--- config.mk ---
export PLATFORM = sky130hd
export DESIGN_NAME = pcmr_regs
export DESIGN_NICKNAME = d
export VERILOG_FILES = /design/src/hdl/pcmr_pkg.sv /design/src/hdl/pcmr_edge_sampler.sv /design/src/hdl/pcmr_frame_length.sv /design/src/hdl/pcmr_regs.sv
export SDC_FILE = /design/constraint.sdc
export NUM_CORES = 1
export LEC_CHECK = 0
export BUFFER_PORTS_ARGS = -buffer_cell sky130_fd_sc_hd__buf_2
export CAP_MARGIN = 20
export CORE_MARGIN = 3
export CORE_UTILIZATION = 57
export CTS_CLUSTER_DIAMETER = 50
export DETAILED_ROUTE_END_ITERATION = 8
export PLACE_DENSITY = 0.86
export SYNTH_ARGS = -nofsm -noshare
export SYNTH_HDL_FRONTEND = slang
export SYNTH_SLANG_ARGS = --single-unit
--- constraint.sdc ---
create_clock -name clk -period 5.45 [get_ports clk]
set_clock_uncertainty 0.15 [all_clocks]
set_input_delay 1.09 -clock clk [delete_from_list [all_inputs] [get_ports clk]]
set_output_delay 1.09 -clock clk [all_outputs]
set_load 0.05 [all_outputs]
--- src/hdl/pcmr_pkg.sv ---
package pcmr_pkg;
  // ----------------------------------------
  // register offsets
  // ----------------------------------------
  localparam logic [7:0] OFS_STATUS = 8'h08;
  localparam logic [7:0] OFS_INTERRUPT_MASK = 8'h0c;
  localparam logic [7:0] OFS_QUEUE_BASE = 8'h14;
  localparam logic [7:0] OFS_QUEUE_LENGTH = 8'h18;
  localparam logic [7:0] OFS_MODE_ONE = 8'h20;
  localparam logic [7:0] OFS_MODE_TWO = 8'h24;
  // ----------------------------------------
  // reset values and writable bits
  // ----------------------------------------
  localparam logic [31:0] RST_INTERRUPT_MASK = 32'h0000ff7f;
  localparam logic [31:0] RST_ZERO = 32'h00000000;
  localparam logic [31:0] WMASK_INTERRUPT_MASK = 32'h0000ffff;
  localparam logic [31:0] WMASK_QUEUE_BASE = 32'hfffffffc;
  localparam logic [31:0] WMASK_QUEUE_LENGTH = 32'h000000ff;
  localparam logic [31:0] WMASK_MODE_ONE = 32'hffffffff;
  localparam logic [31:0] WMASK_MODE_TWO = 32'h000001ff;
  localparam logic [31:0] WMASK_STATUS = 32'h0000ff7f;
  // ----------------------------------------
  // field positions
  // ----------------------------------------
  localparam int RATE_LSB = 28;
  localparam int TX_SLOT_LSB = 25;
  localparam int TX_SHIFT_LSB = 22;
  localparam int RX_SLOT_LSB = 19;
  localparam int RX_SHIFT_LSB = 16;
  localparam int RX_ENABLE_BIT = 15;
  localparam int RX_IRQ_DISABLE_BIT = 14;
  localparam int FRAME_CHECK_OFF_BIT = 13;
  localparam int HOLD_POLL_BIT = 8;
  localparam int SLOW_POLL_BIT = 7;
  localparam int LATE_STOP_MASK_BIT = 6;
  localparam int RX_SYNC_ERR_MASK_BIT = 5;
  localparam int TX_SYNC_ERR_MASK_BIT = 4;
  localparam int RX_DATA_EDGE_BIT = 3;
  localparam int TX_DATA_EDGE_BIT = 2;
  localparam int RX_SYNC_EDGE_BIT = 1;
  localparam int TX_SYNC_EDGE_BIT = 0;
  // status bits carrying receive and sync error events
  localparam int STAT_RX_EVENT_BIT = 14;
  localparam int STAT_TX_SYNC_BIT = 5;
  localparam int STAT_RX_SYNC_BIT = 4;
  // ----------------------------------------
  // rate codes and constants
  // ----------------------------------------
  localparam logic [3:0] RATE_1536 = 4'h0;
  localparam logic [3:0] RATE_1544 = 4'h4;
  localparam logic [3:0] RATE_3088 = 4'h5;
  localparam logic [3:0] RATE_6176 = 4'h6;
  localparam logic [3:0] RATE_2048 = 4'h8;
  localparam logic [3:0] RATE_4096 = 4'h9;
  localparam logic [3:0] RATE_8192 = 4'ha;
  localparam logic [10:0] QUEUE_MAX_DWORDS = 11'h400;
  localparam logic [2:0] SHIFT_NONE = 3'h4;
  localparam logic [2:0] POLL_FRAMES = 3'h7;
  typedef enum logic [2:0] {
    PCMR_RATE_1536, PCMR_RATE_1544, PCMR_RATE_3088, PCMR_RATE_6176,
    PCMR_RATE_2048, PCMR_RATE_4096, PCMR_RATE_8192, PCMR_RATE_BAD
  } pcmr_rate_e;
endpackage

--- src/hdl/pcmr_edge_sampler.sv ---
`timescale 1ns/100ps
module pcmr_edge_sampler (
  // clock and reset
  input wire logic clk,
  input wire logic rst_n,
  // line side
  input wire logic lineClk,
  input wire logic lineData,
  input wire logic lineSync,
  // edge choice
  input wire logic dataOnFall,
  input wire logic syncOnFall,
  // sampled output
  output logic dataBit,
  output logic dataStrobe,
  output logic syncHit
);
  // ----------------------------------------
  // synchronisers
  // ----------------------------------------
  logic [2:0] clkMeta_q, clkMeta_d;
  logic [1:0] datMeta_q, datMeta_d;
  logic [1:0] synMeta_q, synMeta_d;
  logic dataBit_q, dataBit_d;
  logic dataStrobe_q, dataStrobe_d;
  logic syncHit_q, syncHit_d;
  logic rise;
  logic fall;

  always_comb begin
    clkMeta_d = {clkMeta_q[1:0], lineClk};
    datMeta_d = {datMeta_q[0], lineData};
    synMeta_d = {synMeta_q[0], lineSync};
    rise = clkMeta_q[1] & ~clkMeta_q[2];
    fall = ~clkMeta_q[1] & clkMeta_q[2];
    dataStrobe_d = dataOnFall ? fall : rise;
    dataBit_d = dataStrobe_d ? datMeta_q[1] : dataBit_q;
    syncHit_d = (syncOnFall ? fall : rise) & synMeta_q[1];
  end

  always_ff @(posedge clk) begin
    if (!rst_n) begin
      clkMeta_q <= 3'h0;
      datMeta_q <= 2'h0;
      synMeta_q <= 2'h0;
      dataBit_q <= 1'b0;
      dataStrobe_q <= 1'b0;
      syncHit_q <= 1'b0;
    end else begin
      clkMeta_q <= clkMeta_d;
      datMeta_q <= datMeta_d;
      synMeta_q <= synMeta_d;
      dataBit_q <= dataBit_d;
      dataStrobe_q <= dataStrobe_d;
      syncHit_q <= syncHit_d;
    end
  end

  assign dataBit = dataBit_q;
  assign dataStrobe = dataStrobe_q;
  assign syncHit = syncHit_q;
endmodule

--- src/hdl/pcmr_frame_length.sv ---
`timescale 1ns/100ps
module pcmr_frame_length (
  // clock and reset
  input wire logic clk,
  input wire logic rst_n,
  // control
  input wire logic checkOff,
  input wire logic [12:0] maxLength,
  // byte events
  input wire logic byteValid,
  input wire logic frameEnd,
  // result
  output logic frameAbort
);
  logic [13:0] count_q, count_d;
  logic abort_q, abort_d;
  logic over;

  always_comb begin
    over = byteValid && !checkOff && (count_q >= {1'b0, maxLength});
    abort_d = over;
    count_d = count_q;
    if (frameEnd || over) begin
      count_d = 14'h0;
    end else if (byteValid && count_q != 14'h3fff) begin
      count_d = count_q + 14'h1;
    end
  end

  always_ff @(posedge clk) begin
    if (!rst_n) begin
      count_q <= 14'h0;
      abort_q <= 1'b0;
    end else begin
      count_q <= count_d;
      abort_q <= abort_d;
    end
  end

  assign frameAbort = abort_q;
endmodule

--- src/hdl/pcmr_regs.sv ---
`timescale 1ns/100ps
// How it works
// RULE_01: a set mask bit lets the event set its flag but raise no interrupt.
// RULE_02: queue base keeps bits 31 to 2; the two low bits read zero.
// RULE_03: queue length is four times the value; zero means 1024 dwords.
// RULE_04: four-bit rate field picks one of seven line rates.
// RULE_05: software writes only the seven listed rate codes.
// RULE_06: bit-shift code 0 to 7 means shift -4 to +3; code 4 none.
// RULE_07: timeslot code picks slots k*n plus 0 to 3; codes 4-7 reserved.
// RULE_08: in 3 and 4 Mbit modes software uses only the first two offsets.
// RULE_09: receive runs only while receive enable is one.
// RULE_10: receive interrupt disable blocks receive events from the interrupt.
// RULE_11: frame length check off bit disables the maximum length check.
// RULE_12: received frame longer than the maximum is aborted and flagged.
// RULE_13: hold poll with all poll bits zero checks hold every assigned slot.
// RULE_14: slow poll with all poll bits one polls channels n+8i in frame n.
// RULE_15: software avoids slow poll while sub-channeling is used.
// RULE_16: late-stop mask blocks late-stop events from the interrupt.
// RULE_17: sync error masks block sync errors from the interrupt.
// RULE_18: receive data sampled on rising edge, or falling when bit set.
// RULE_19: transmit data uses falling edge, or rising when bit set.
// RULE_20: receive sync sampled on rising edge, or falling when bit set.
// RULE_21: transmit sync sampled on falling edge, or rising when bit set.
// RULE_22: writing one to a status bit clears it and drops the interrupt.
// RULE_23: fixed zero bits read zero and ignore writes.
module pcmr_regs (
  // clock and reset
  input wire logic clk,
  input wire logic rst_n,
  // register port
  input wire logic regSel,
  input wire logic regWrite,
  input wire logic [7:0] regAddr,
  input wire logic [31:0] regWdata,
  output logic [31:0] regRdata,
  // core events
  input wire logic [15:0] eventIn,
  input wire logic lateStopEvent,
  input wire logic rxByteValid,
  input wire logic rxFrameEnd,
  input wire logic [31:0] txPollBits,
  input wire logic [31:0] txHoldFlag,
  // line pins
  input wire logic rxLineClock,
  input wire logic rxData,
  input wire logic rxSyncPulse,
  input wire logic txLineClock,
  input wire logic txSyncPulse,
  // core side outputs
  output logic hostIrq,
  output logic rxEnable,
  output logic rxBit,
  output logic rxBitStrobe,
  output logic rxFrameStart,
  output logic txBitStrobe,
  output logic txFrameStart,
  output logic rxFrameAbort,
  output logic [10:0] queueDwords,
  output logic [2:0] rateSel,
  output logic [1:0] slotMult,
  output logic [2:0] txSlotOffset,
  output logic [2:0] rxSlotOffset,
  output logic [3:0] txShift,
  output logic [3:0] rxShift,
  output logic [31:0] pollChannels
);
  // ----------------------------------------
  // helpers
  // ----------------------------------------
  function automatic logic [31:0] wrMerge(input logic [31:0] old, input logic [31:0] wv,
                                          input logic [31:0] msk);
    wrMerge = (old & ~msk) | (wv & msk);
  endfunction

  function automatic logic [3:0] shiftOf(input logic [2:0] code);
    shiftOf = {1'b0, code} - {1'b0, pcmr_pkg::SHIFT_NONE};
  endfunction

  // ----------------------------------------
  // registers
  // ----------------------------------------
  logic [31:0] intMask_q, intMask_d;
  logic [31:0] queueBase_q, queueBase_d;
  logic [31:0] queueLen_q, queueLen_d;
  logic [31:0] modeOne_q, modeOne_d;
  logic [31:0] modeTwo_q, modeTwo_d;
  logic [31:0] status_q, status_d;
  logic [31:0] rdata_q, rdata_d;
  logic [2:0] pollFrame_q, pollFrame_d;
  logic [31:0] events;
  logic [31:0] irqGate;
  logic wr;
  logic rxSyncHit;
  logic txSyncHit;
  logic abortRaw;

  assign wr = regSel && regWrite;

  always_comb begin
    intMask_d = intMask_q;
    queueBase_d = queueBase_q;
    queueLen_d = queueLen_q;
    modeOne_d = modeOne_q;
    modeTwo_d = modeTwo_q;
    if (wr) begin
      if (regAddr == pcmr_pkg::OFS_INTERRUPT_MASK) begin
        intMask_d = wrMerge(intMask_q, regWdata, pcmr_pkg::WMASK_INTERRUPT_MASK);
      end else if (regAddr == pcmr_pkg::OFS_QUEUE_BASE) begin
        queueBase_d = wrMerge(queueBase_q, regWdata, pcmr_pkg::WMASK_QUEUE_BASE); // RULE_02
      end else if (regAddr == pcmr_pkg::OFS_QUEUE_LENGTH) begin
        queueLen_d = wrMerge(queueLen_q, regWdata, pcmr_pkg::WMASK_QUEUE_LENGTH); // RULE_23
      end else if (regAddr == pcmr_pkg::OFS_MODE_ONE) begin
        modeOne_d = wrMerge(modeOne_q, regWdata, pcmr_pkg::WMASK_MODE_ONE);
      end else if (regAddr == pcmr_pkg::OFS_MODE_TWO) begin
        modeTwo_d = wrMerge(modeTwo_q, regWdata, pcmr_pkg::WMASK_MODE_TWO); // RULE_23
      end
    end
  end

  // ----------------------------------------
  // status flags and interrupt
  // ----------------------------------------
  always_comb begin
    events = {16'h0, eventIn};
    events[pcmr_pkg::STAT_RX_EVENT_BIT] = eventIn[pcmr_pkg::STAT_RX_EVENT_BIT] | abortRaw; // RULE_12
    events[pcmr_pkg::STAT_RX_EVENT_BIT - 1] = eventIn[pcmr_pkg::STAT_RX_EVENT_BIT - 1]
                                              | lateStopEvent;
    events = events & pcmr_pkg::WMASK_STATUS;
    status_d = status_q;
    if (wr && regAddr == pcmr_pkg::OFS_STATUS) begin
      status_d = status_q & ~(regWdata & pcmr_pkg::WMASK_STATUS); // RULE_22
    end
    status_d = status_d | events;
    irqGate = ~intMask_q; // RULE_01
    if (modeOne_q[pcmr_pkg::RX_IRQ_DISABLE_BIT]) begin
      irqGate[pcmr_pkg::STAT_RX_EVENT_BIT] = 1'b0; // RULE_10
    end
    if (modeTwo_q[pcmr_pkg::LATE_STOP_MASK_BIT]) begin
      irqGate[pcmr_pkg::STAT_RX_EVENT_BIT - 1] = 1'b0; // RULE_16
    end
    if (modeTwo_q[pcmr_pkg::RX_SYNC_ERR_MASK_BIT]) begin
      irqGate[pcmr_pkg::STAT_RX_SYNC_BIT] = 1'b0; // RULE_17
    end
    if (modeTwo_q[pcmr_pkg::TX_SYNC_ERR_MASK_BIT]) begin
      irqGate[pcmr_pkg::STAT_TX_SYNC_BIT] = 1'b0; // RULE_17
    end
  end

  // ----------------------------------------
  // read mux
  // ----------------------------------------
  always_comb begin
    rdata_d = 32'h0;
    if (regAddr == pcmr_pkg::OFS_STATUS) begin
      rdata_d = status_q;
    end else if (regAddr == pcmr_pkg::OFS_INTERRUPT_MASK) begin
      rdata_d = intMask_q;
    end else if (regAddr == pcmr_pkg::OFS_QUEUE_BASE) begin
      rdata_d = queueBase_q;
    end else if (regAddr == pcmr_pkg::OFS_QUEUE_LENGTH) begin
      rdata_d = queueLen_q;
    end else if (regAddr == pcmr_pkg::OFS_MODE_ONE) begin
      rdata_d = modeOne_q;
    end else if (regAddr == pcmr_pkg::OFS_MODE_TWO) begin
      rdata_d = modeTwo_q;
    end
  end

  // ----------------------------------------
  // slow poll frame counter
  // ----------------------------------------
  always_comb begin
    pollFrame_d = pollFrame_q;
    if (txSyncHit) begin
      pollFrame_d = (pollFrame_q == pcmr_pkg::POLL_FRAMES) ? 3'h0 : pollFrame_q + 3'h1;
    end
  end

  always_ff @(posedge clk) begin
    if (!rst_n) begin
      intMask_q <= pcmr_pkg::RST_INTERRUPT_MASK;
      queueBase_q <= pcmr_pkg::RST_ZERO;
      queueLen_q <= pcmr_pkg::RST_ZERO;
      modeOne_q <= pcmr_pkg::RST_ZERO;
      modeTwo_q <= pcmr_pkg::RST_ZERO;
      status_q <= pcmr_pkg::RST_ZERO;
      rdata_q <= 32'h0;
      pollFrame_q <= 3'h0;
    end else begin
      intMask_q <= intMask_d;
      queueBase_q <= queueBase_d;
      queueLen_q <= queueLen_d;
      modeOne_q <= modeOne_d;
      modeTwo_q <= modeTwo_d;
      status_q <= status_d;
      rdata_q <= rdata_d;
      pollFrame_q <= pollFrame_d;
    end
  end

  assign regRdata = rdata_q;
  assign hostIrq = |(status_q & irqGate);

  // ----------------------------------------
  // mode decode
  // ----------------------------------------
  always_comb begin
    queueDwords = (queueLen_q[7:0] == 8'h0) ? pcmr_pkg::QUEUE_MAX_DWORDS
                  : {1'b0, queueLen_q[7:0], 2'b00}; // RULE_03
    case (modeOne_q[pcmr_pkg::RATE_LSB +: 4]) // RULE_04
      pcmr_pkg::RATE_1536: rateSel = pcmr_pkg::PCMR_RATE_1536;
      pcmr_pkg::RATE_1544: rateSel = pcmr_pkg::PCMR_RATE_1544;
      pcmr_pkg::RATE_3088: rateSel = pcmr_pkg::PCMR_RATE_3088;
      pcmr_pkg::RATE_6176: rateSel = pcmr_pkg::PCMR_RATE_6176;
      pcmr_pkg::RATE_2048: rateSel = pcmr_pkg::PCMR_RATE_2048;
      pcmr_pkg::RATE_4096: rateSel = pcmr_pkg::PCMR_RATE_4096;
      pcmr_pkg::RATE_8192: rateSel = pcmr_pkg::PCMR_RATE_8192;
      default: rateSel = pcmr_pkg::PCMR_RATE_BAD;
    endcase
    case (rateSel) // RULE_07
      pcmr_pkg::PCMR_RATE_3088, pcmr_pkg::PCMR_RATE_4096: slotMult = 2'h1;
      pcmr_pkg::PCMR_RATE_6176, pcmr_pkg::PCMR_RATE_8192: slotMult = 2'h2;
      default: slotMult = 2'h0;
    endcase
    txSlotOffset = modeOne_q[pcmr_pkg::TX_SLOT_LSB +: 3];
    rxSlotOffset = modeOne_q[pcmr_pkg::RX_SLOT_LSB +: 3];
    txShift = shiftOf(modeOne_q[pcmr_pkg::TX_SHIFT_LSB +: 3]); // RULE_06
    rxShift = shiftOf(modeOne_q[pcmr_pkg::RX_SHIFT_LSB +: 3]); // RULE_06
    pollChannels = 32'h0;
    if (modeTwo_q[pcmr_pkg::HOLD_POLL_BIT] && txPollBits == 32'h0) begin
      pollChannels = txHoldFlag; // RULE_13
    end else if (modeTwo_q[pcmr_pkg::SLOW_POLL_BIT] && txPollBits == 32'hffffffff) begin
      pollChannels = 32'h01010101 << pollFrame_q; // RULE_14
    end
  end

  assign rxEnable = modeOne_q[pcmr_pkg::RX_ENABLE_BIT]; // RULE_09
  assign rxFrameStart = rxSyncHit & rxEnable;

  // ----------------------------------------
  // line samplers
  // ----------------------------------------
  pcmr_edge_sampler rxSampler (
    .clk(clk),
    .rst_n(rst_n),
    .lineClk(rxLineClock),
    .lineData(rxData),
    .lineSync(rxSyncPulse),
    .dataOnFall(modeTwo_q[pcmr_pkg::RX_DATA_EDGE_BIT]), // RULE_18
    .syncOnFall(modeTwo_q[pcmr_pkg::RX_SYNC_EDGE_BIT]), // RULE_20
    .dataBit(rxBit),
    .dataStrobe(rxBitStrobe),
    .syncHit(rxSyncHit)
  );

  pcmr_edge_sampler txSampler (
    .clk(clk),
    .rst_n(rst_n),
    .lineClk(txLineClock),
    .lineData(1'b0),
    .lineSync(txSyncPulse),
    .dataOnFall(~modeTwo_q[pcmr_pkg::TX_DATA_EDGE_BIT]), // RULE_19
    .syncOnFall(~modeTwo_q[pcmr_pkg::TX_SYNC_EDGE_BIT]), // RULE_21
    .dataBit(),
    .dataStrobe(txBitStrobe),
    .syncHit(txSyncHit)
  );

  assign txFrameStart = txSyncHit;

  pcmr_frame_length frameCheck (
    .clk(clk),
    .rst_n(rst_n),
    .checkOff(modeOne_q[pcmr_pkg::FRAME_CHECK_OFF_BIT]), // RULE_11
    .maxLength(modeOne_q[12:0]),
    .byteValid(rxByteValid & rxEnable),
    .frameEnd(rxFrameEnd),
    .frameAbort(abortRaw)
  );

  assign rxFrameAbort = abortRaw;

  // ----------------------------------------
  // checks
  // ----------------------------------------
  AST_MASK_RESET: assert property (@(posedge clk) $rose(rst_n) |->
    intMask_q == 32'h0000ff7f) else $error("mask reset wrong"); // RULE_01
  AST_BASE_LOW: assert property (@(posedge clk) disable iff (!rst_n)
    queueBase_q[1:0] == 2'b00) else $error("base low bits set"); // RULE_02
  AST_QLEN: assert property (@(posedge clk) disable iff (!rst_n)
    queueLen_q[7:0] == 8'h0 |-> queueDwords == 11'h400) else $error("qlen"); // RULE_03
  AST_CLEAR: assert property (@(posedge clk) disable iff (!rst_n)
    wr && regAddr == 8'h08 && regWdata[0] && !events[0] |=> !status_q[0])
    else $error("status not cleared"); // RULE_22
  AST_SET_WINS: assert property (@(posedge clk) disable iff (!rst_n)
    events[0] |=> status_q[0]) else $error("event lost"); // RULE_01
  AST_RID: assert property (@(posedge clk) disable iff (!rst_n)
    modeOne_q[14] && status_q == 32'h00004000 |-> !hostIrq) else $error("rid"); // RULE_10
  AST_RX_EN: assert property (@(posedge clk) disable iff (!rst_n)
    !rxEnable |-> !rxFrameStart) else $error("rx while disabled"); // RULE_09
  AST_CORE_MODE_TWO_ZERO: assert property (@(posedge clk) disable iff (!rst_n)
    modeTwo_q[31:9] == 23'h0) else $error("mode two fixed bits"); // RULE_23
  AST_SLOW: assert property (@(posedge clk) disable iff (!rst_n)
    modeTwo_q[7] && !modeTwo_q[8] && txPollBits == 32'hffffffff |->
    $countones(pollChannels) == 4) else $error("slow poll"); // RULE_14
endmodule

---- Yosys cells after proc, flatten, opt, wreduce, memory -nomap -nowiden ----
Cells that the tools add are included.
operators by class
  add/sub/neg operators ................... 4
  multiply operators ...................... 0
  divide/modulo/power cells ............... 0
  order comparisons ....................... 1
  equality and inequality tests ........... 19
  shift-type cells ........................ 1
  multiplexer cells ....................... 21
  bitwise operators ....................... 28
  reduce and logical (&&, ||, !) cells .... 21
operators with widths
  cell                                                                    count
  32-bit two-way mux                                                      9
  32-bit bitwise AND                                                      2
  32-bit by 16-bit OR with 32-bit output                                  2
  32-bit equality test (second input constant)                            1
  32-bit logical NOT                                                      1
  16-bit inverter with 32-bit output                                      1
  32-bit inverter                                                         1
  2-bit by 32-bit OR with 32-bit output                                   1
  32-bit by 8-bit OR with 32-bit output                                   1
  32-bit by 9-bit OR with 32-bit output                                   1
  32-bit OR reduction                                                     1
  25-bit by 3-bit left shift with 32-bit output (first input constant)    1
  3-bit one-hot mux with 7 select lines                                   1
  8-bit by 4-bit equality test with 1-bit output (second input constant)  2
  8-bit by 5-bit equality test with 1-bit output (second input constant)  2
  8-bit by 6-bit equality test with 1-bit output (second input constant)  2
  14-bit by 1-bit adder with 14-bit output (second input constant)        1
  14-bit by 13-bit greater-or-equal comparator with 1-bit output          1
  14-bit != test (second input constant)                                  1
  4-bit by 3-bit equality test with 1-bit output (second input constant)  3
  4-bit equality test (second input constant)                             3
  11-bit two-way mux                                                      1
  3-bit equality test (second input constant)                             3
  1-bit inverter                                                          9
  other kinds (19)                                                        44
word-level totals
  bits in registers ....................... 259
  bits in latches ......................... 0
  RAM bits ................................ 0
  bits in read-only memories .............. 0
  input port bits ......................... 132
  output and inout bits ................... 102
  memories kept ........................... 0

---- Longest topological paths before layout ----
Gate-level depths: netlist (run 1).
  depth in word-level cells ............... 7
  gate-level depth with buffers ........... 8

---- By module ----
From an unflattened synthesis (run 1), not the netlist that was laid out.
second synthesis, totals
  cell total of the unflattened synthesis .. 1027
  area, all modules ....................... 8386.8 um2
modules (own cells, without submodules)
  module             instances  cells each  area each (um2)
  pcmr_regs          1          844         6617.6
  pcmr_frame_length  1          127         1153.6
  pcmr_edge_sampler  2          28          307.8

---- Worst setup path before layout (run 1) ----
Ideal clock, no wire load.
  path kind ............................... input to output
  start point ............................. input txPollBits[30]
  end point ............................... output pollChannels[0]
  data arrival time ....................... 2.730 ns
  path slack .............................. 1.480 ns
  cell stages on the path ................. 5
  buffers on the path ..................... 0
  cells stage by stage .................... nand4_1 > or4_1 > nor3_1 > and3_1 > a21o_1
between the ends
  word-level cells in the longest chain between the ends .. 4
  elaborated cells between the ends (all ways) .. 6
  those cells by class .................... eq/ne: 1; mux: 2; reduce/logical: 3
ends and longest elaborated chain
  item                  RTL line          text
  start, declared       pcmr_regs.sv:41   input wire logic [31:0] txPollBits,
  32-bit equality test  pcmr_regs.sv:232  end else if (modeTwo_q[pcmr_pkg::SLOW_POLL_BIT] && txPollBits == 32'hffffffff) begin
  1-bit logical AND     pcmr_regs.sv:232
  32-bit two-way mux    pcmr_regs.sv:232
  32-bit two-way mux *  pcmr_regs.sv:230  if (modeTwo_q[pcmr_pkg::HOLD_POLL_BIT] && txPollBits == 32'h0) begin
  end, declared         pcmr_regs.sv:65   output logic [31:0] pollChannels
Every way passes the cells marked *; elsewhere a longest branch is shown, timed or not.

---- Worst setup path after layout (run 1) ----
  start point ............................. input txPollBits[21]
  end point ............................... output pollChannels[21]
Same word-level chain as after synthesis.

==> run summary, run 1 <==
Status -> finished, final reports clean
Crit-path cells -> buf_2 -> nand4_1 -> or4_1 -> nor3_1 -> and3_1 -> a21o_1 -> buf_2
Layout Cells excl Fill -> 1379
Crit-path max cell delay -> 0.56 ns
Synth Instances -> 1004
CTS Root Cell -> clkbuf_16
Number of synthesized flops with an enable pin -> 0
Fmax -> 230.6 MHz
CP Class -> primary input to primary output
CP most frequent cell -> buf_2
Syn_area_per_cell -> 8.320 um^2
Distinct cells, synth -> 58
Layout cells sized above 1 -> 0.2439
Critical Path RT -> 4.21 ns
CP max-delay cell -> nor3_1
Port Buffers -> 230
DRT Pass-1 Iters -> 6
Crit. End Element -> primary output
Mapped Area -> 8353 um^2
Dpl hpwl -> 16.89 mm
Via count -> 7986
Inst Count DP -> 1345
Max Slew Vio Count -> 0
Worst hold margin -> 0.2808 ns
Final setup fails -> 0
Core Util, Final -> 0.7100
Antenna-violating nets left -> 0
Total power -> 2.639 mW
Worst Setup Slack, final -> 1.114 ns
Peak supply drop -> 0.2099 mV
#FFs+latches synth -> 177
Asr flop ratio synth -> 0
CP Launch Type -> primary input
PD cells -> 263.7 nW/um^2
Slew margin rel. -> 0.3374
Die Y -> 127.1 um
Die W -> 127.1 um
Routability Congestion -> 0.9032
RSZ-0062 raised after global routing -> false
Worst slew pin tran -> 0.9865 ns
Die Area -> 16140 um^2
Pin count of the biggest net entering global routing -> 102
First-pass GRT wire length -> 37.86 mm
Post-route DRC -> 0
Tcrit/Tclk final -> 0.7956
P&R area growth vs syn -> 19.82%
Clock slew seen by the registers of the worst setup and hold paths -> 0.07 ns
Yosys warns -> 0
Total gr overflow -> 0
FILL cells -> 1097
Std-Cell Rows -> 43
Via density -> 5.791
CP bufs+invs -> 2
Final wirelength -> 23.94 mm
Boundary Pins -> 234
Sequential fraction of the synthesis area -> 0.4242
Max FO, Critical Path -> 8
CTS HTree Levels -> 4
Core area -> 14100 um^2
Post-route cell area -> 10010 um^2
Hold Path Class -> flip-flop to flip-flop
Crit path DAT -> 3.10 ns
CTS Buf Count -> 17
Placed instance area -> 9439 um^2
Vias in the first global route -> 7599
Total GRT Usage -> 0.2914
Post-cts sizing count -> 0
Post-Route Setup TNS -> 0 ns
CTS tree -> done
1st-iter DRT viols -> 758
Initial antenna violation count -> 4
Post-Place Worst Slack -> 1.102 ns
Max Cap Violations -> 0
Worst-Skew Late Latency -> 0.43 ns
Routed wire per std cell -> 17.36 um
Static Leak -> 4.462 nW
R2R Setup Slk -> 3.16 ns
Max Root-Sink Buffers -> 2
Post-CTS setup buffers -> 0
Synth Flop Type -> dfxtp_1
Final nets -> 1337
CP top delay family -> simple AND/OR/NAND/NOR gates
Final min period -> 4.336 ns
Initial Util -> 0.5926
# hold bufs at CTS -> 0
Final hold vios -> 0
CTS Sinks -> 177
## synth_stat cells, types with 12 or more instances
cell | n | share of area
xnor2_1 | 13 | 0.014
a21boi_0 | 48 | 0.043
a21oi_1 | 23 | 0.014
o21ai_0 | 32 | 0.019
buf_4 | 14 | 0.013
and2_1 | 16 | 0.012
nand3_1 | 31 | 0.019
mux2i_1 | 24 | 0.029
ha_1 | 20 | 0.030
dfxtp_1 | 177 | 0.42
a21boi_1 | 25 | 0.022
nor2_1 | 51 | 0.023
nor2b_1 | 28 | 0.021
nand4_1 | 17 | 0.013
inv_1 | 34 | 0.015
nor4_1 | 12 | 0.0090
a22oi_1 | 25 | 0.022
a21o_1 | 25 | 0.022
clkbuf_1 | 48 | 0.022
nor3_1 | 12 | 0.0072
nand2_1 | 211 | 0.095
## layout make-up
cell class / count / area, um^2 / area share
Multi-Input combinational cell: 713 / 4307 / 0.4303
Timing Repair Buffer: 242 / 1244 / 0.1243
Sequential cell: 177 / 3543 / 0.3540
Clock inverter: 12 / 123.9 / 0.01238
Inverter: 34 / 127.6 / 0.01275
Antenna cell: 2 / 5.005 / 0.0005001
Clock buffer: 19 / 432.9 / 0.04326
Tap cell: 180 / 225.2 / 0.02250
## worst paths after layout
kind,cells after the start,end,from
setup / recovery,7,pollChannels[21],txPollBits[21]
hold / removal,1,txSampler.synMeta_q[1],txSampler.synMeta_q[0]
setup reg to reg,8,frameCheck.count_q[13],modeOne_q[12]
hold reg to reg,1,txSampler.synMeta_q[1],txSampler.synMeta_q[0]
## registers in the layout, indices dropped and copies added (netlist names), 2 cells and up
signal and count:
frameCheck.count_q 14, intMask_q 16, modeOne_q 32, modeTwo_q 9, pollFrame_q 3, queueBase_q 30
queueLen_q 8, regRdata 32, rxSampler.clkMeta_q 3, rxSampler.datMeta_q 2, rxSampler.synMeta_q 2, status_q 15
txSampler.clkMeta_q 3, txSampler.synMeta_q 2
## power by group
group	internal [mW]	switching (mW)	leakage (nW)
clock	0.638	0.527	0.270
combinational	0.0686	0.0911	2.76
sequential	1.31	0.00736	1.43
## cells in the final DEF, fill, tap and decap left out, drive strengths merged, types with 15 or more instances in the layout
cell      n
dfxtp   177
nor2b    28
mux2i    24
inv      40
ha       20
a21oi    23
a21boi   78
nand2   211
nand4    17
a21o     25
nand3    31
a22oi    25
nor4     15
and2     16
o21ai    32
nor2     52
buf     242
clkbuf   19
## layer usage
layer | global-route usage | up-vias | routed length, um
li1 | - | 3799 | -
met1 | 0.3508 | 3704 | 9291
met2 | 0.5000 | 435 | 11840
met3 | 0.08236 | 48 | 2312
met4 | 0.1028 | 0 | 498
met5 | 0 | - | 0
## kinds of logic (layout without fill, tap and decap cells)
| group | after synthesis | after routing | synth area share |
|---|---|---|---|
| simple gates | 422 | 422 | 0.2392 |
| compound gates | 225 | 225 | 0.1899 |
| buf+inv | 115 | 307 | 0.06501 |
| xor+xnor | 15 | 15 | 0.01573 |
| mux | 29 | 29 | 0.03550 |
| fa+ha+maj | 20 | 20 | 0.02996 |
| flops | 177 | 177 | 0.4242 |
| other cells | 1 | 4 | 0.0004489 |
Note: power is estimated with default switching activity, not from simulation.
==> run 2: changes to the inputs <==
Settings changed: ABC_AREA set to 1, CORE_UTILIZATION 57 to 53, PLACE_DENSITY 0.86 to 0.8.
Clock period 5.45 ns to 4.2 ns, I/O delays scaled along.
==> run 2 against run 1 <==
Clock-buffer cell count is 5 higher. Flip-flop and latch count stayed put. Non-clock buffer count is 1 lower. Critical path depth is 2 higher. Combinational power is 19% higher.
==> run summary, run 2 <==
Status -> finished, final reports clean (unchanged)
Max Slew Vio Count -> 0 (unchanged)
Final setup fails -> 0 (unchanged)
#FFs+latches synth -> 177 (unchanged)
Combinational Power Share -> 0.055 (was 0.061)
Post-route DRC -> 0 (unchanged)
Final nets -> 1728 (was 1337)
Via density -> 5.088 (was 5.791)
Die Area -> 18360 um^2 (was 16140 um^2)
Peak supply drop -> 0.3347 mV (was 0.2099 mV)
Static Leak -> 5.696 nW (was 4.462 nW)
Max FO, Critical Path -> 26 (was 8)
Share of the synthesized area in the top cell type -> 0.3986 (was 0.4242)
Final wirelength -> 25.87 mm (was 23.94 mm)
1st-iter DRT viols -> 592 (was 758)
Synth Flop Type -> dfxtp_1 (unchanged)
Distinct cells, synth -> 38 (was 58)
Asr flop ratio synth -> 0 (unchanged)
Post-cts sizing count -> 0 (unchanged)
CP Launch Type -> primary input (unchanged)
CTS Root Cell -> clkbuf_16 (unchanged)
Pin count of the biggest net entering global routing -> 71 (was 102)
Critical Path RT -> 3.21 ns (was 4.21 ns)
Commonest non-fill, non-tap cell in the layout -> nand2_1 (was buf_2)
Core area -> 16170 um^2 (was 14100 um^2)
Hold Path Class -> flip-flop to flip-flop (unchanged)
Max Root-Sink Buffers -> 2 (unchanged)
Post-CTS setup buffers -> 0 (unchanged)
Slew margin rel. -> 0.5244 (was 0.3374)
Worst-Skew Late Latency -> 0.43 ns (about the same)
Final min period -> 3.452 ns
Worst slew pin tran -> 0.7134 ns (was 0.9865 ns)
Sw frac -> 0.2283 (was 0.2371)
Switching Power -> 786.5 uW (was 625.8 uW)
CTS Sinks -> 177 (unchanged)
Clk pwr share -> 0.449 (was 0.442)
FILL cells -> 1480 (was 1097)
Routability Congestion -> 0.9577 (was 0.9032)
Number of synthesized flops with an enable pin -> 0 (unchanged)
CP Class -> primary input to primary output (unchanged)
Int Pwr -> 2.659 mW (was 2.013 mW)
Total GRT Usage -> 0.2799 (was 0.2914)
Crit. End Element -> primary output (unchanged)
CTS tree -> done (unchanged)
Synth Instances -> 1385 (was 1004)
Dpl hpwl -> 19.21 mm (was 16.89 mm)
First-pass GRT wire length -> 40.83 mm (was 37.86 mm)
Final hold vios -> 0 (unchanged)
Synth area leaders -> dfxtp_1 40%, nand2_1 18%, nor2_1 10%, inv_1 7.4%, nand3_1 4.6% (was dfxtp_1 42%, nand2_1 9.5%, a21boi_0 4.3%, ha_1 3.0%, mux2i_1 2.9%)
Clock slew seen by the registers of the worst setup and hold paths -> 0.06 ns (was 0.07 ns)
Layout cells sized above 1 -> 0.1863 (was 0.2439)
CTS Buf Count -> 17 (unchanged)
Tcrit/Tclk final -> 0.8220
PD cells -> 324.0 nW/um^2 (was 263.7 nW/um^2)
Mapped Area -> 8890 um^2 (was 8353 um^2)
Antenna-violating nets left -> 0 (unchanged)
Initial antenna violation count -> 0 (was 4)
Post-Route Setup TNS -> 0 ns (unchanged)
Max Cap Violations -> 0 (unchanged)
Reg power frac -> 0.496 (was 0.498)
Antenna Cells -> 0 (was 2)
Initial Util -> 0.5497 (was 0.5926)
Std-Cell Rows -> 46 (was 43)
Vias in the first global route -> 8514 (was 7599)
P&R area growth vs syn -> 19.61% (was 19.82%)
Routed wire per std cell -> 14.33 um (was 17.36 um)
Largest area contributor in the netlist -> dfxtp_1 (unchanged)
Yosys warns -> 0 (unchanged)
Die W -> 135.5 um (was 127.1 um)
Total power -> 3.445 mW (was 2.639 mW)
CTS HTree Levels -> 4 (unchanged)
DRT Pass-1 Iters -> 7 (was 6)
Via count -> 9183 (was 7986)
Fmax -> 289.7 MHz
Sequential fraction of the synthesis area -> 0.3986 (was 0.4242)
Boundary Pins -> 234 (unchanged)
Most frequent cells in the layout -> 416 x nand2_1, 236 x nor2_1, 229 x buf_2 (was 229 x buf_2, 211 x nand2_1, 177 x dfxtp_1)
Total gr overflow -> 0 (unchanged)
RSZ-0062 raised after global routing -> false (unchanged)
# hold bufs at CTS -> 0 (unchanged)
Crit path DAT -> 2.46 ns (was 3.10 ns)
Synth top cells by count -> 416 x nand2_1, 236 x nor2_1, 177 x dfxtp_1 (was 211 x nand2_1, 177 x dfxtp_1, 51 x nor2_1)
Most common cell in the netlist -> nand2_1 (unchanged)
Port Buffers -> 230 (unchanged)
Syn_area_per_cell -> 6.419 um^2 (was 8.320 um^2)
Die Y -> 135.5 um (was 127.1 um)
run 2: cell type report:
class / count / area, um^2 / share of cell area
Multi-Input combinational cell: 954 / 4298 / 0.4042
Sequential cell: 177 / 3543 / 0.3333
Timing Repair Buffer: 241 / 1249 / 0.1174
Inverter: 185 / 694.4 / 0.06531
Clock buffer: 24 / 501.7 / 0.04719
Tap cell: 216 / 270.3 / 0.02542
Clock inverter: 8 / 76.32 / 0.007178
run 2: power groups by stage:
| stage | clock network, mW | registers (mW) | logic, mW |
|---|---|---|---|
| final | 1.55 | 1.71 | 0.190 |
| after global routing | 1.62 | 1.71 | 0.210 |
| after CTS | 1.55 | 1.71 | 0.189 |
| after detailed placement | 0 | 1.75 | 0.188 |
| after global placement | 0 | 1.74 | 0.185 |
| after floorplan | 0 | 1.75 | 0.0823 |
run 2: metrics by stage:
stage                     area, um^2  setup WS, ns  hold WS (ns)    util  std cells
after floorplan                 8894         1.142        0.2405       -       1386
after global placement         10050        0.8475        0.2463  0.6217       1773
after detailed placement       10050        0.8228        0.2495  0.6217       1773
after CTS                      10630        0.8216        0.2646  0.6574       1805
after global routing           10630        0.6366        0.2969  0.6574       1805
final                          10630        0.7477        0.2626  0.6574       1805
run 2: cell families (layout without fill, tap and decap cells):
group | count (synthesis) | count (layout) | synth area share
AO/OA/AOI/OAI | 135 | 135 | 0.08332
XOR/XNOR | 6 | 6 | 0.005911
adder cells (fa/ha/maj) | 20 | 20 | 0.02815
buffers and inverters | 255 | 458 | 0.1184
flip-flops | 177 | 177 | 0.3986
other | 1 | 2 | 0.0004218
AND/OR/NAND/NOR | 791 | 791 | 0.3652
run 2: final timing paths:
path	startpoint	endpoint	slack, ns	cells after the start
worst max-delay path	txPollBits[28]	pollChannels[8]	0.75	9
worst min-delay path	rxSampler.datMeta_q[0]	rxSampler.datMeta_q[1]	0.26	2
worst max register to register	frameCheck.count_q[0]	frameCheck.count_q[0]	2.12	9
worst min register to register	rxSampler.datMeta_q[0]	rxSampler.datMeta_q[1]	0.26	2
run 2: worst max-delay path, stage by stage:
cell	delay, ns
buf_2	0.10
nor2_1	0.18
nand3_1	0.10
nor2_1	0.19
and3_1	0.19
buf_4	0.26
nand3_1	0.10
nand2_1	0.19
buf_2	0.30
run 2: per-layer routing:
metal	track usage	wire length (um)
met4	0.1193	806
met1	0.3256	10550
met3	0.06761	1975
met2	0.4912	12540
met5	0	0
==> run 3: changes to the inputs <==
Settings changed: CORE_UTILIZATION 53 to 48, PLACE_DENSITY 0.8 to 0.77.
Clock period 4.2 ns to 3.1 ns, I/O delays scaled along.
==> run 3 against run 2 <==
Largest cell class unchanged. Worst setup slack got worse by 0.52 ns. Register-to-register slack got worse by 1.2 ns. Cell count up 1.2%.
==> run summary, run 3 (synthesized netlist as in run 2, its figures left out) <==
CTS HTree Levels -> 4 (unchanged)
Crit. End Element -> primary output (unchanged)
Hold Path Class -> primary input to flip-flop (was flip-flop to flip-flop)
Commonest non-fill, non-tap cell in the layout -> nand2_1 (unchanged)
CP Launch Type -> primary input (unchanged)
Static Leak -> 5.730 nW (was 5.696 nW)
Initial antenna violation count -> 4 (was 0)
Post-CTS setup buffers -> 0 (unchanged)
Crit path DAT -> 2.10 ns (was 2.46 ns)
Initial Util -> 0.4915 (was 0.5497)
1st-iter DRT viols -> 554 (was 592)
DRT Pass-1 Iters -> 5 (was 7)
Dpl hpwl -> 18.88 mm (was 19.21 mm)
Routability Congestion -> 0.9527 (was 0.9577)
Peak supply drop -> 0.4655 mV (was 0.3347 mV)
Clock slew seen by the registers of the worst setup and hold paths -> 0.06 ns (about the same)
Max FO, Critical Path -> 4 (was 26)
Post-Place Worst Slack -> 0.2627 ns (was 0.8228 ns)
Post-route cell area -> 10720 um^2 (was 10630 um^2)
Tcrit/Tclk final -> 0.9259
CTS Sinks -> 177 (unchanged)
Total power -> 4.675 mW (was 3.445 mW)
Post-route DRC -> 0 (unchanged)
Final nets -> 1733 (was 1728)
Via count -> 9161 (was 9183)
Worst Setup Slack, final -> 0.2297 ns (was 0.7477 ns)
Final setup fails -> 0 (unchanged)
Critical Path RT -> 2.33 ns (was 3.21 ns)
Antenna-violating nets left -> 0 (unchanged)
Final wirelength -> 25.33 mm (was 25.87 mm)
Vias in the first global route -> 8330 (was 8514)
P&R area growth vs syn -> 20.56% (was 19.61%)
Core area -> 18090 um^2 (was 16170 um^2)
Routed wire per std cell -> 13.87 um (was 14.33 um)
Max Cap Violations -> 0 (unchanged)
Via density -> 5.017 (was 5.088)
Worst slew pin tran -> 0.6587 ns (was 0.7134 ns)
Boundary Pins -> 234 (unchanged)
First-pass GRT wire length -> 39.57 mm (was 40.83 mm)
Post-Route Setup TNS -> 0 ns (unchanged)
Max Root-Sink Buffers -> 2 (unchanged)
Final min period -> 2.870 ns
Die W -> 142.1 um (was 135.5 um)
RSZ-0062 raised after global routing -> false (unchanged)
Final hold vios -> 0 (unchanged)
CTS tree -> done (unchanged)
Most frequent cells in the layout -> 416 x nand2_1, 236 x nor2_1, 229 x buf_2 (unchanged)
Pin count of the biggest net entering global routing -> 67 (was 71)
CTS Buf Count -> 17 (unchanged)
Layout cells sized above 1 -> 0.1901 (was 0.1863)
Fmax -> 348.4 MHz
Placed instance area -> 10130 um^2 (was 10050 um^2)
Status -> finished, final reports clean (unchanged)
CTS Root Cell -> clkbuf_16 (unchanged)
Total GRT Usage -> 0.2428 (was 0.2799)
Worst-Skew Late Latency -> 0.43 ns (about the same)
Max Slew Vio Count -> 0 (unchanged)
Slew margin rel. -> 0.5609 (was 0.5244)
Worst hold margin -> 0.2239 ns (was 0.2626 ns)
R2R Setup Slk -> 0.93 ns (was 2.12 ns)
Die Area -> 20190 um^2 (was 18360 um^2)
Post-cts sizing count -> 0 (unchanged)
CP Class -> primary input to primary output (unchanged)
Die Y -> 142.1 um (was 135.5 um)
Std-Cell Rows -> 49 (was 46)
Total gr overflow -> 0 (unchanged)
Port Buffers -> 230 (unchanged)
PD cells -> 436.2 nW/um^2 (was 324.0 nW/um^2)
# hold bufs at CTS -> 0 (unchanged)
==> run 3: final cells by class <==
type	instances	area, um^2
Fill cell	1727	7368
Multi-Input combinational cell	954	4298
Sequential cell	177	3543
Timing Repair Buffer	246	1311
Inverter	185	694.4
Clock buffer	17	425.4
Tap cell	229	286.5
Clock inverter	15	151.4
Antenna cell	3	7.507
==> run 3: worst paths after layout <==
| check | from | to | cells past startpoint |
|---|---|---|---|
| worst max-delay path | txPollBits[28] | pollChannels[13] | 10 |
| worst min register to register | rxSampler.datMeta_q[0] | rxSampler.datMeta_q[1] | 2 |
| worst max register to register | frameCheck.count_q[0] | frameCheck.count_q[9] | 9 |
| worst min-delay path | rxLineClock | rxSampler.clkMeta_q[0] | 3 |
==> run 3: metal layers <==
| layer | vias up | wire length [um] | GRT usage |
|---|---|---|---|
| met2 | 336 | 12160 | 0.4281 |
| li1 | 4661 | - | - |
| met3 | 54 | 1854 | 0.05074 |
| met4 | 2 | 878 | 0.1111 |
| met1 | 4108 | 10430 | 0.2821 |
| met5 | - | 7 | 0 |
==> run 3: metrics by stage <==
step | cells | utilization
finish | 1826 | 0.5926
global route | 1826 | 0.5926
CTS | 1823 | 0.5922
detailed placement | 1791 | 0.5603
global placement | 1791 | 0.5603
floorplan | 1386 | -
==> run 3: where the power goes <==
part	internal (mW)	switching, mW
combinational	0.0934	0.165
clock	1.13	0.971
sequential	2.30	0.0153
total	3.52	1.15
==> run 3: worst max-delay path, stage by stage <==
cell	delay, ns
buf_2	0.10
nor2_1	0.15
nand3_1	0.08
nor2_1	0.26
nand2_1	0.10
nor2_1	0.22
nor2_1	0.09
nand2_1	0.17
nand2_1	0.08
buf_2	0.22
